`src/pkg/mad_consts.svh`:
```
/*
  Field positions, widths and reset values of the multiply/ALU datapath.
  Assumes inclusion by bare name from the package and the core.
*/
`ifndef MAD_CONSTS_SVH
`define MAD_CONSTS_SVH
// ==========================================================
// instruction word layout
`define MAD_IW      20
`define MAD_F_HI    19
`define MAD_F_LO    16
`define MAD_T_HI    15
`define MAD_T_LO    11
`define MAD_AS_BIT  10
`define MAD_AD_BIT  9
`define MAD_AT_BIT  8
`define MAD_PSEL_HI 7
`define MAD_PSEL_LO 6
`define MAD_YM_HI   5
`define MAD_YM_LO   4
`define MAD_XM_BIT  3
`define MAD_NOP     20'h00000
// ==========================================================
// widths and values
`define MAD_ACC_W   36
`define MAD_REG_W   32
`define MAD_HW      16
`define MAD_GUARD   4
`define MAD_ACC_RST 36'h000000000
`define MAD_REG_RST 32'h00000000
`define MAD_HALF0   16'h0000
`define MAD_PLUS1   16'h0001
`define MAD_MINUS1  16'hFFFF
`define MAD_PLUS2   16'h0002
`define MAD_LOWCLR_ACC0 0
`define MAD_LOWCLR_ACC1 1
`define MAD_LOWCLR_Y    2
`endif

```
`src/pkg/mad_pkg.sv`:
```
/*
  Types of the multiply/ALU datapath: function, transfer and pointer modes.
  Assumes mad_consts.svh on the include path.
*/
`include "mad_consts.svh"
// ==========================================================
// decode types
package mad_pkg;
    typedef enum logic [3:0] {
        F_NONE, F_MUL, F_LDP_MUL, F_ADDP_MUL, F_SUBP_MUL, F_LDP, F_ADDP, F_SUBP,
        F_LDY, F_ADDY, F_SUBY, F_ANDY, F_ORY, F_XORY, F_CMPSUB, F_CMPAND
    } mad_func_t;
    typedef enum logic [4:0] {
        T_NONE, T_LDY_X, T_YACC_X, T_LDYL, T_LDACC, T_LDACCL, T_LDX, T_MOD,
        T_STY, T_STYL, T_STACC, T_STACCL, T_ZY_X, T_ZY, T_ZYL, T_ZACC, T_ZACCL
    } mad_xfer_t;
    typedef enum logic [1:0] {
        compound_read_then_incr, compound_incr_then_write,
        compound_decr_then_plus_two, compound_step_pair
    } mad_zmode_t;
endpackage

```
`src/core/mad_core.sv`:
```
/*
  Multiply/ALU instruction datapath: multiplier, ALU, accumulators, x/y/p,
  pointer post-modification and RAM write-back of one-word instructions.
  Assumes the sequencer presents ROM and RAM read data with the instruction,
  read at the current pointers, and completes RAM writes from ram_wr_o.
*/
// Contract
// [RQ1] function and transfer of one instruction execute in parallel
// [RQ2] any function/transfer pair, or either alone, is accepted
// [RQ3] p takes the signed product of x and y high half
// [RQ4] multiply-accumulate loads x,y, multiplies old operands, accumulates old p
// [RQ5] ALU does and, or, xor, add, subtract and load with y
// [RQ6] every instruction is one word
// [RQ7] transfers writing RAM take two cycles, cached or not
// [RQ8] dual reads take two cycles uncached, one cached
// [RQ9] no transfer or single read completes in one cycle
// [RQ10] nop is the all-zero word, one cycle, no state change
// [RQ11] accumulator selects pick one of exactly two accumulators
// [RQ12] x reads ROM at rom pointer, then pointer adds one or step
// [RQ13] y uses one of four RAM pointers, modified 0,+1,-1 or j
// [RQ14] compound forms modify twice: 0/+1, +1/0, -1/+2, j/k
// [RQ15] compound saves register, reads RAM into it, writes saved value back
// [RQ16] high-half loads clear low half when its clear bit is zero
// [RQ17] low-half loads keep the high half
// [RQ18] y and p are sign-extended before any ALU operation
// [RQ19] accumulators are 36 bits, extension fills every upper bit
// [RQ20] compare forms set flags but write no accumulator
// [RQ21] functions set flags, transfer loads leave flags alone; the code sets no flags for F_MUL
// [RQ22] functions see register values from before the instruction
`timescale 1ns/1ns
`default_nettype none
`include "mad_consts.svh"

module mad_core
    import mad_pkg::*;
(
    input  wire logic                  clock_i,             // 100 MHz
    input  wire logic                  resetn_i,            // async, low
    input  wire logic                  instr_valid_i,       // word offered
    input  wire logic [`MAD_IW-1:0]    instr_i,             // one-word instr
    input  wire logic                  in_cache_i,          // runs from cache
    input  wire logic [`MAD_HW-1:0]    rom_rdata_i,         // at rom pointer
    input  wire logic [`MAD_HW-1:0]    ram_rdata_i,         // at selected ptr
    input  wire logic [`MAD_HW-1:0]    rom_step_i,          // rom step
    input  wire logic [`MAD_HW-1:0]    ram_step_j_i,        // j step
    input  wire logic [`MAD_HW-1:0]    ram_step_k_i,        // k step
    input  wire logic [2:0]            low_half_clear_ctrl_i, // 0 = clear
    output var  logic                  instr_ready_o,       // may take
    output var  logic                  instr_done_o,        // last cycle
    output var  logic                  ram_wr_o,            // write pulse
    output var  logic [`MAD_HW-1:0]    ram_waddr_o,         // write address
    output var  logic [`MAD_HW-1:0]    ram_wdata_o,         // write data
    output var  logic [`MAD_HW-1:0]    rom_pointer_o,       // x address
    output var  logic [3:0][`MAD_HW-1:0] ram_pointer_reg_o, // four pointers
    output var  logic [`MAD_HW-1:0]    x_o,                 // x register
    output var  logic [`MAD_REG_W-1:0] y_o,                 // y register
    output var  logic [`MAD_REG_W-1:0] p_o,                 // product
    output var  logic [`MAD_ACC_W-1:0] accum_zero_o,        // accumulator 0
    output var  logic [`MAD_ACC_W-1:0] accum_one_o,         // accumulator 1
    output var  logic [3:0]            flags_o              // mv,lv,eq,mi
);

// ==========================================================
// reset release
logic rst_q1;
logic rst_n;
always_ff @(posedge clock_i or negedge resetn_i) begin
    if (!resetn_i) begin
        rst_q1 <= 1'b0;
        rst_n  <= 1'b0;
    end else begin
        rst_q1 <= 1'b1;
        rst_n  <= rst_q1;
    end
end

// ==========================================================
// decode helpers
function automatic logic f_ram_wr(input mad_xfer_t t);
    f_ram_wr = (t >= T_STY);
endfunction

function automatic logic f_dual(input mad_xfer_t t);
    f_dual = (t == T_LDY_X) || (t == T_YACC_X);
endfunction

function automatic logic f_is_z(input mad_xfer_t t);
    f_is_z = (t >= T_ZY_X);
endfunction

function automatic logic f_mul(input mad_func_t f);
    f_mul = (f >= F_MUL) && (f <= F_SUBP_MUL);
endfunction

// ==========================================================
// instruction fields
mad_func_t  fn;
mad_xfer_t  xf;
mad_zmode_t zm;
wire        as_sel = instr_i[`MAD_AS_BIT]; // [RQ11]
wire        ad_sel = instr_i[`MAD_AD_BIT];
wire        at_sel = instr_i[`MAD_AT_BIT];
wire [1:0]  psel   = instr_i[`MAD_PSEL_HI:`MAD_PSEL_LO];
wire [1:0]  ym     = instr_i[`MAD_YM_HI:`MAD_YM_LO];
wire        xm     = instr_i[`MAD_XM_BIT];
assign fn = mad_func_t'(instr_i[`MAD_F_HI:`MAD_F_LO]); // [RQ2]
assign xf = mad_xfer_t'(instr_i[`MAD_T_HI:`MAD_T_LO]);
assign zm = mad_zmode_t'(ym);

wire take      = instr_valid_i & instr_ready_o;
wire is_wr     = f_ram_wr(xf);
wire is_dual   = f_dual(xf);
wire is_z      = f_is_z(xf);
wire two_cyc   = is_wr | (is_dual & ~in_cache_i); // [RQ7] [RQ8] [RQ9]
wire is_mul    = f_mul(fn);

// ==========================================================
// data arithmetic unit
wire [`MAD_ACC_W-1:0] acc_cur [2];
assign acc_cur[0] = accum_zero_o;
assign acc_cur[1] = accum_one_o;

// old register values only: the same edge may reload them [RQ22]
wire [`MAD_ACC_W-1:0] acc_s = acc_cur[as_sel];
wire [`MAD_ACC_W-1:0] at_v  = acc_cur[at_sel];
wire [`MAD_ACC_W-1:0] p_ext = {{`MAD_GUARD{p_o[31]}}, p_o}; // [RQ18] [RQ19]
wire [`MAD_ACC_W-1:0] y_ext = {{`MAD_GUARD{y_o[31]}}, y_o}; // [RQ18] [RQ19]
wire use_p = (fn >= F_LDP_MUL) && (fn <= F_SUBP);
wire [`MAD_ACC_W-1:0] opnd = use_p ? p_ext : y_ext;

wire [`MAD_ACC_W-1:0] sum  = acc_s + opnd;
wire [`MAD_ACC_W-1:0] diff = acc_s - opnd;
wire is_add = (fn == F_ADDP_MUL) || (fn == F_ADDP) || (fn == F_ADDY);
wire is_sub = (fn == F_SUBP_MUL) || (fn == F_SUBP) || (fn == F_SUBY)
           || (fn == F_CMPSUB);
wire is_ld  = (fn == F_LDP_MUL) || (fn == F_LDP) || (fn == F_LDY);
wire is_and = (fn == F_ANDY) || (fn == F_CMPAND);

wire [`MAD_ACC_W-1:0] res =                                  // [RQ5]
      is_add          ? sum
    : is_sub          ? diff
    : is_ld           ? opnd
    : is_and          ? (acc_s & y_ext)
    : (fn == F_ORY)   ? (acc_s | y_ext)
    :                   (acc_s ^ y_ext);

// 36-bit overflow from sign agreement, no extra adder bit needed
wire ov_add = (acc_s[35] == opnd[35]) && (sum[35] != acc_s[35]);
wire ov_sub = (acc_s[35] != opnd[35]) && (diff[35] != acc_s[35]);
wire f_llv  = (is_add & ov_add) | (is_sub & ov_sub);
wire f_lmv  = ~((&res[35:31]) | ~(|res[35:31]));
wire [3:0] next_flags = {f_lmv, f_llv, (res == `MAD_ACC_RST), res[35]};

wire fn_flags = (fn != F_NONE) && (fn != F_MUL);             // [RQ21]
wire fn_wr    = fn_flags && (fn != F_CMPSUB) && (fn != F_CMPAND); // [RQ20]

wire signed [`MAD_REG_W-1:0] product =
    $signed(x_o) * $signed(y_o[31:16]);                      // [RQ3]

// ==========================================================
// address arithmetic
wire [`MAD_HW-1:0] rp = ram_pointer_reg_o[psel];
wire [`MAD_HW-1:0] step1 =                                   // [RQ13]
      (ym == 2'h0) ? `MAD_HALF0
    : (ym == 2'h1) ? `MAD_PLUS1
    : (ym == 2'h2) ? `MAD_MINUS1
    :                ram_step_j_i;
wire [`MAD_HW-1:0] step2 =                                   // [RQ14]
      (zm == compound_read_then_incr)     ? `MAD_PLUS1
    : (zm == compound_incr_then_write)    ? `MAD_HALF0
    : (zm == compound_decr_then_plus_two) ? `MAD_PLUS2
    :                                       ram_step_k_i;
wire [`MAD_HW-1:0] rp_mid = rp + step1;
wire [`MAD_HW-1:0] next_rp = is_z ? rp_mid + step2 : rp_mid;
wire uses_rp = (xf != T_NONE) && (xf != T_YACC_X);            // [RQ10]
wire uses_x  = (xf == T_LDY_X) || (xf == T_YACC_X) || (xf == T_ZY_X);
wire [`MAD_HW-1:0] next_rom =                                // [RQ12]
    rom_pointer_o + (xm ? rom_step_i : `MAD_PLUS1);

// ==========================================================
// transfer loads
wire y_hi_ld = (xf == T_LDY_X) || (xf == T_YACC_X) || (xf == T_ZY_X)
            || (xf == T_ZY);
wire y_lo_ld = (xf == T_LDYL) || (xf == T_ZYL);
wire a_hi_ld = (xf == T_LDACC) || (xf == T_ZACC);
wire a_lo_ld = (xf == T_LDACCL) || (xf == T_ZACCL);
wire x_ld    = uses_x || (xf == T_LDX);

wire [`MAD_HW-1:0] y_hi_src = (xf == T_YACC_X) ? at_v[31:16] : ram_rdata_i;
wire [`MAD_HW-1:0] y_lo_keep =
    low_half_clear_ctrl_i[`MAD_LOWCLR_Y] ? y_o[15:0] : `MAD_HALF0; // [RQ16]
wire [`MAD_REG_W-1:0] next_y =
      y_hi_ld ? {y_hi_src, y_lo_keep}
    : y_lo_ld ? {y_o[31:16], ram_rdata_i}                   // [RQ17]
    :           y_o;
wire [`MAD_HW-1:0] next_x = (xf == T_LDX) ? ram_rdata_i : rom_rdata_i;

// saved value of the register, written after its reload [RQ15]
wire [`MAD_HW-1:0] next_wdata =
      ((xf == T_STY)  || (xf == T_ZY) || (xf == T_ZY_X)) ? y_o[31:16]
    : ((xf == T_STYL) || (xf == T_ZYL))                  ? y_o[15:0]
    : ((xf == T_STACC) || (xf == T_ZACC))                ? at_v[31:16]
    :                                                      at_v[15:0];
wire [`MAD_HW-1:0] next_waddr = is_z ? rp_mid : rp;

// per accumulator: a transfer load wins over a function result
wire [`MAD_ACC_W-1:0] next_acc [2];
genvar g;
generate
    for (g = 0; g < 2; g++) begin : g_acc
        wire hit_t = (a_hi_ld | a_lo_ld) && (at_sel == g[0]);
        wire hit_f = fn_wr && (ad_sel == g[0]);
        wire wipe_lo = ~low_half_clear_ctrl_i[g];               // [RQ16]
        wire [`MAD_ACC_W-1:0] ld_v = a_hi_ld
            ? {{`MAD_GUARD{ram_rdata_i[15]}}, ram_rdata_i,
               wipe_lo ? `MAD_HALF0 : acc_cur[g][15:0]}          // [RQ19]
            : {acc_cur[g][35:16], ram_rdata_i};                  // [RQ17]
        assign next_acc[g] = hit_t ? ld_v : hit_f ? res : acc_cur[g];
    end
endgenerate

// ==========================================================
// sequencing
logic stall;
always_ff @(posedge clock_i or negedge rst_n) begin
    if (!rst_n) begin
        stall         <= 1'b0;
        instr_ready_o <= 1'b1;
        instr_done_o  <= 1'b0;
        ram_wr_o      <= 1'b0;
    end else begin
        stall         <= take & two_cyc;                     // [RQ7] [RQ8]
        instr_ready_o <= ~(take & two_cyc);
        instr_done_o  <= (take & ~two_cyc) | stall;          // [RQ9] [RQ6]
        ram_wr_o      <= take & is_wr;
    end
end

// ==========================================================
// register state: function and transfer on the same edge [RQ1]
always_ff @(posedge clock_i or negedge rst_n) begin
    if (!rst_n) begin
        x_o          <= `MAD_HALF0;
        y_o          <= `MAD_REG_RST;
        p_o          <= `MAD_REG_RST;
        accum_zero_o <= `MAD_ACC_RST;
        accum_one_o  <= `MAD_ACC_RST;
        flags_o      <= 4'h0;
        ram_waddr_o  <= `MAD_HALF0;
        ram_wdata_o  <= `MAD_HALF0;
        rom_pointer_o <= `MAD_HALF0;
    end else if (take) begin
        y_o          <= next_y;
        accum_zero_o <= next_acc[0];
        accum_one_o  <= next_acc[1];
        if (x_ld) begin
            x_o <= next_x;                                   // [RQ4]
        end
        if (is_mul) begin
            p_o <= product;                                  // [RQ4]
        end
        if (fn_flags) begin
            flags_o <= next_flags;                           // [RQ21]
        end
        if (is_wr) begin
            ram_waddr_o <= next_waddr;
            ram_wdata_o <= next_wdata;
        end
        if (uses_x) begin
            rom_pointer_o <= next_rom;                       // [RQ12]
        end
    end
end

generate
    for (g = 0; g < 4; g++) begin : g_ptr
        always_ff @(posedge clock_i or negedge rst_n) begin
            if (!rst_n) begin
                ram_pointer_reg_o[g] <= `MAD_HALF0;
            end else if (take && uses_rp && (psel == g[1:0])) begin
                ram_pointer_reg_o[g] <= next_rp;             // [RQ13] [RQ14]
            end
        end
    end
endgenerate

wire nop_take = take && (instr_i == `MAD_NOP);
wire no_xf    = take && (xf == T_NONE);
endmodule
`default_nettype wire

```
`config.mk`:
```
export PLATFORM = sky130hd
export DESIGN_NAME = mad_core
export DESIGN_NICKNAME = d
export VERILOG_FILES = /design/src/pkg/mad_pkg.sv /design/src/core/mad_core.sv
export VERILOG_INCLUDE_DIRS = /design/src /design/src/pkg
export SDC_FILE = /design/constraint.sdc
export NUM_CORES = 2
export LEC_CHECK = 0
export ABC_CLOCK_PERIOD_IN_PS = 10800
export BUFFER_PORTS_ARGS = -buffer_cell sky130_fd_sc_hd__buf_4
export CORE_UTILIZATION = 60
export CTS_BUF_LIST = sky130_fd_sc_hd__clkbuf_16
export CTS_CLUSTER_DIAMETER = 50
export CTS_CLUSTER_SIZE = 8
export DETAILED_ROUTE_END_ITERATION = 8
export PLACE_DENSITY = 0.88
export SYNTH_ARGS = -nofsm -noshare
export SYNTH_HDL_FRONTEND = slang
export SYNTH_SLANG_ARGS = --single-unit
export TNS_END_PERCENT = 5
```
`constraint.sdc`:
```
create_clock -name clock_i -period 10.8 [get_ports clock_i]
set_clock_uncertainty 0.05 [all_clocks]
set_input_delay 0.54 -clock clock_i [delete_from_list [all_inputs] [get_ports clock_i]]
set_output_delay 0.54 -clock clock_i [all_outputs]
set_load 0.01 [all_outputs]
```
==> reports/metrics.csv <==
stage,metric,value,unit
detailed_routing,drt_iter0_markers,4125,
detailed_routing,met2_wirelength,52090,µm
timing,setup_repair_after_global_routing_missed_its_margin,false,
global_route,globalRoute.totalOverflow,0,
detailed_routing,routed_wire_length_per_instance,24.40,µm
placed_design,hpwlAfterDp,92140,µm
detailed_routing,drt-total-wl,123100,µm
cells_and_area,syn2layout_area_growth,13.83,%
worst_hold_path,worstHoldPathType,primary input to flop,
cells_and_area,multi_input_area,0.02372,mm²
worst_setup_path,setup.worst_path.class,flop to flop,
flow_run,cap_viol_max_count,0,
worst_setup_path,crit_path_launch_type,flop,
logic_synthesis,post_synth_edffs,0,
timing,fmax,128.6,MHz
timing,setup_viol,0,
timing,finalMaxSlewViolations,0,
cells_and_area,n_fill_cell,4194,
detailed_routing,drt-met1-wl,42740,µm
cts,postCtsSetupRepairBufs,0,
outcome,status,completed,
worst_hold_path,holdPathStages,3,
cells_and_area,finalNonFillerCells,5043,
global_route,via_count_of_the_first_global_routing_pass,32740,
worst_setup_path,cell_count_along_the_critical_path,22,
logic_synthesis,synth_area_leaders,"dfrtp_1, fa_1, ha_1, inv_1, nand2_1",
floorplanning,placement_rows,85,
logic_synthesis,synth_flop_cell,dfrtp_1,
logic_synthesis,synth_largest_area_cell,dfrtp_1,
timing,post-route-period-util,71.98,%
placed_design,port_buffers,374,
cells_and_area,post_route_cells_drive_above_1_share,14.08,%
worst_setup_path,rr_worst_depth,22,
logic_synthesis,synth_register_bits,274,
cells_and_area,design.final.nets,4923,
detailed_routing,remaining_drc_errors,0,
timing,layout_min_cycle_time,7773,ps
worst_setup_path,worst_ep_arrival_time,8190,ps
worst_setup_path,critical_path_cell_by_cell,nand2_1 > inv_1 > fa_1 > fa_1 > fa_1 > fa_1 > fa_1 > inv_1 > fa_1 > inv_1 > ha_1 > a21oi_1 > inv_1 > a2111oi_0 > o21ai_0 > o211ai_1 > o21ai_0 > o31ai_1 > nand2b_1 > a21oi_1 > xnor2_1 > o21ai_0,
logic_synthesis,post_synth_design_cell_area,0.03329,mm²
logic_synthesis,seq_area_frac_synth,20.60,%
worst_setup_path,cp_top_family,adder cells,
detailed_routing,post_dr_vias_cell,6.565,
logic_synthesis,synth.top_cell.area_share,20.52,%
detailed_routing,drt_pre_antenna_iters,7,
logic_synthesis,synth_async_sr_flop_share,100.0,%
global_route,antenna_found_initial,12,
floorplanning,initial_core_util,61.26,%
timing,max_slew.worst_pin.slew,1468,ps
placed_design,gp_routability_congestion,1.056,
worst_setup_path,crit_fanout,22,
timing,finalHoldViolations,0,
worst_setup_path,cp_num_buf_inv,4,
timing,timing.setup.tns,0,ps
cts,cts_tree,yes,
floorplanning,io_pins,378,
cts,clock_tree.htree_level_count,2,
floorplanning,die_x,237.6,µm
floorplanning,dieHeight,237.6,µm
detailed_routing,dr.max_layer_used,met5,
logic_synthesis,synth_warnings,0,
cts,cts.reportedPaths.clkPinSlew,50,ps
global_route,grt_max_degree,76,
logic_synthesis,synth_area_per_inst,8.204,µm²
cts,ctsRootBufferMaster,clkbuf_16,
worst_setup_path,path_common_cell,fa_1,
logic_synthesis,synth.net_count,4701,
logic_synthesis,synth_cell_types,102,
placed_design,dpl.cell_count,4970,
detailed_routing,drtAntennaViolNets,0,
global_route,globalRouteTotalUtil,43.65,%
worst_setup_path,critical_path_required,11220,ps
global_route,grt_pass1_wl,187700,µm
cells_and_area,seqCellArea,0.006862,mm²
cts,worstSkewPairLatency,630,ps
timing,relSlewSlack,2.116,%
floorplanning,dieArea,0.05643,mm²
worst_setup_path,crit_path_max_incr_delay,1030,ps
detailed_routing,wl_met3,17510,µm
detailed_routing,num_vias,33110,
worst_setup_path,crit_path_top_delay_cell,dfrtp_1,
worst_setup_path,setup.worst_path.end_class,flop,
cts,cts.sinks,274,
logic_synthesis,synthCells,4058,
cts,max-clock-path-buffers,3,
floorplanning,fp.coreArea,0.05435,mm²
cts,cts_inserted_buffers,46,
[cell type report]
type,count,share of cell area (%)
Antenna cell,6,0.03962
Clock inverter,20,0.5547
Clock buffer,46,3.037
Timing Repair Buffer,423,8.386
Inverter,489,4.844
Multi-Input combinational cell,3046,62.59
Sequential cell,274,18.11
Tap cell,739,2.440
[placed cells by master (no fill, tap or decap), drive strengths merged, types with 14 or more instances in the layout]
| master | synthesis | final |
|---|---|---|
| inv | 487 | 492 |
| dfrtp | 273 | 273 |
| and3 | 27 | 27 |
| a21oi | 282 | 282 |
| xor2 | 28 | 28 |
| o22ai | 60 | 60 |
| mux2i | 108 | 108 |
| mux4 | 16 | 16 |
| nand2 | 442 | 442 |
| ha | 269 | 269 |
| nor2b | 34 | 34 |
| clkinv | 2 | 14 |
| nor3 | 61 | 61 |
| mux2 | 45 | 45 |
| o211ai | 73 | 73 |
| o31ai | 20 | 20 |
| nor2 | 326 | 326 |
| fa | 267 | 267 |
| o21ai | 286 | 286 |
| xnor2 | 57 | 57 |
| a31oi | 53 | 53 |
| a21o | 36 | 36 |
| and2 | 148 | 148 |
| o21a | 32 | 32 |
| clkbuf | 197 | 46 |
| nand4 | 17 | 17 |
| nand3 | 55 | 55 |
| a221oi | 17 | 17 |
| a211oi | 33 | 33 |
| o21bai | 24 | 24 |
| nand2b | 40 | 40 |
| buf | 52 | 422 |
[logic make-up (layout without fill, tap and decap cells)]
kind of cell | Yosys count | after routing | synth area share (%)
buffers and inverters | 738 | 978 | 8.532
AOI/OAI and AO/OA | 1048 | 1048 | 19.88
muxes | 169 | 169 | 5.863
other | 1 | 7 | 0.01126
DFF | 274 | 274 | 20.60
adders and majority gates | 536 | 536 | 26.17
and+or+nand+nor | 1207 | 1207 | 16.71
xor gates and xnor gates | 85 | 85 | 2.236
[layer usage]
metal | GRT usage (%) | vias to the layer above
met5 | 0 | -
met1 | 51.96 | 15820
met3 | 16.32 | 691
met4 | 32.34 | 8
li1 | - | 14220
met2 | 64.53 | 2364
[repair_timing]
action / CTS / global route
setup endpoints to repair: 0 / 0
endpoints found under the hold margin: 2 / 0
hold buffers: 1 / 0
resized for setup: 0 / 0
[Yosys cell counts (7+ instances only)]
master and instances:
inv_1 486, nand2_1 441, nor2_1 326, o21ai_0 282
a21oi_1 280, dfrtp_1 273, ha_1 269, fa_1 267
clkbuf_1 197, and2_1 148, mux2i_1 108, o211ai_1 72
nor3_1 60, o22ai_1 59, xnor2_1 57, nand3_1 55
a31oi_1 51, mux2_2 44, nand2b_1 40, a21o_1 36
nor2b_1 34, a211oi_1 33, o21a_1 32, xor2_1 28
and3_1 27, buf_2 26, o21bai_1 23, o31ai_1 19
buf_1 18, nand4_1 17, a221oi_1 16, mux4_2 16
a21boi_0 12, or3_1 12, a211o_1 9, o2111ai_1 9
nor4_1 8, or2_2 8, a311oi_1 7, o221a_2 7
o221ai_1 7
[worst reg2reg max path: stages (launching register included)]
cell and delay (ps):
dfrtp_1 1030, nand2_1 230, inv_1 130, fa_1 570, fa_1 830, fa_1 530, fa_1 520, fa_1 510
inv_1 60, fa_1 470, inv_1 40, ha_1 360, a21oi_1 330, inv_1 70, a2111oi_0 380, o21ai_0 200
o211ai_1 240, o21ai_0 260, o31ai_1 290, nand2b_1 90, a21oi_1 190, xnor2_1 150, o21ai_0 90
[sequential cells by signal, indices dropped and copies added (netlist names)]
signal / flops
ram_wr_o: 1
rst_q1: 1
accum_zero_o: 36
ram_waddr_o: 16
ram_wdata_o: 16
accum_one_o: 36
stall: 1
rst_n: 1
ram_pointer_reg_o: 64
x_o: 16
p_o: 32
rom_pointer_o: 16
instr_ready_o: 1
flags_o: 4
instr_done_o: 1
y_o: 32
[worst paths after layout]
path | slack, ps | endpoint | from
min in group asynchronous | 210 | rst_n | resetn_i
max in group asynchronous | 7950 | accum_one_o[1] | rst_n
setup / recovery | 3030 | p_o[31] | y_o[18]
setup reg to reg | 3030 | p_o[31] | y_o[18]
hold / removal | 170 | x_o[0] | rom_rdata_i[0]
hold reg to reg | 290 | rst_n | rst_q1
[metrics by stage]
step	hold slack [ps]	setup WS, ps	util, %	area, µm²
2_1_floorplan	194.4	2550	-	33290
3_3_place_gp	273.8	3487	67.18	36510
3_5_place_dp	275.9	3312	67.18	36510
4_1_cts	167.2	3212	69.70	37880
5_1_grt	180.5	2775	69.71	37890
6_report	170.7	3027	69.73	37900
Power is left out: the tool's default activity adds up to more than one toggle a clock period on the data nets, which glitch-free logic cannot reach.
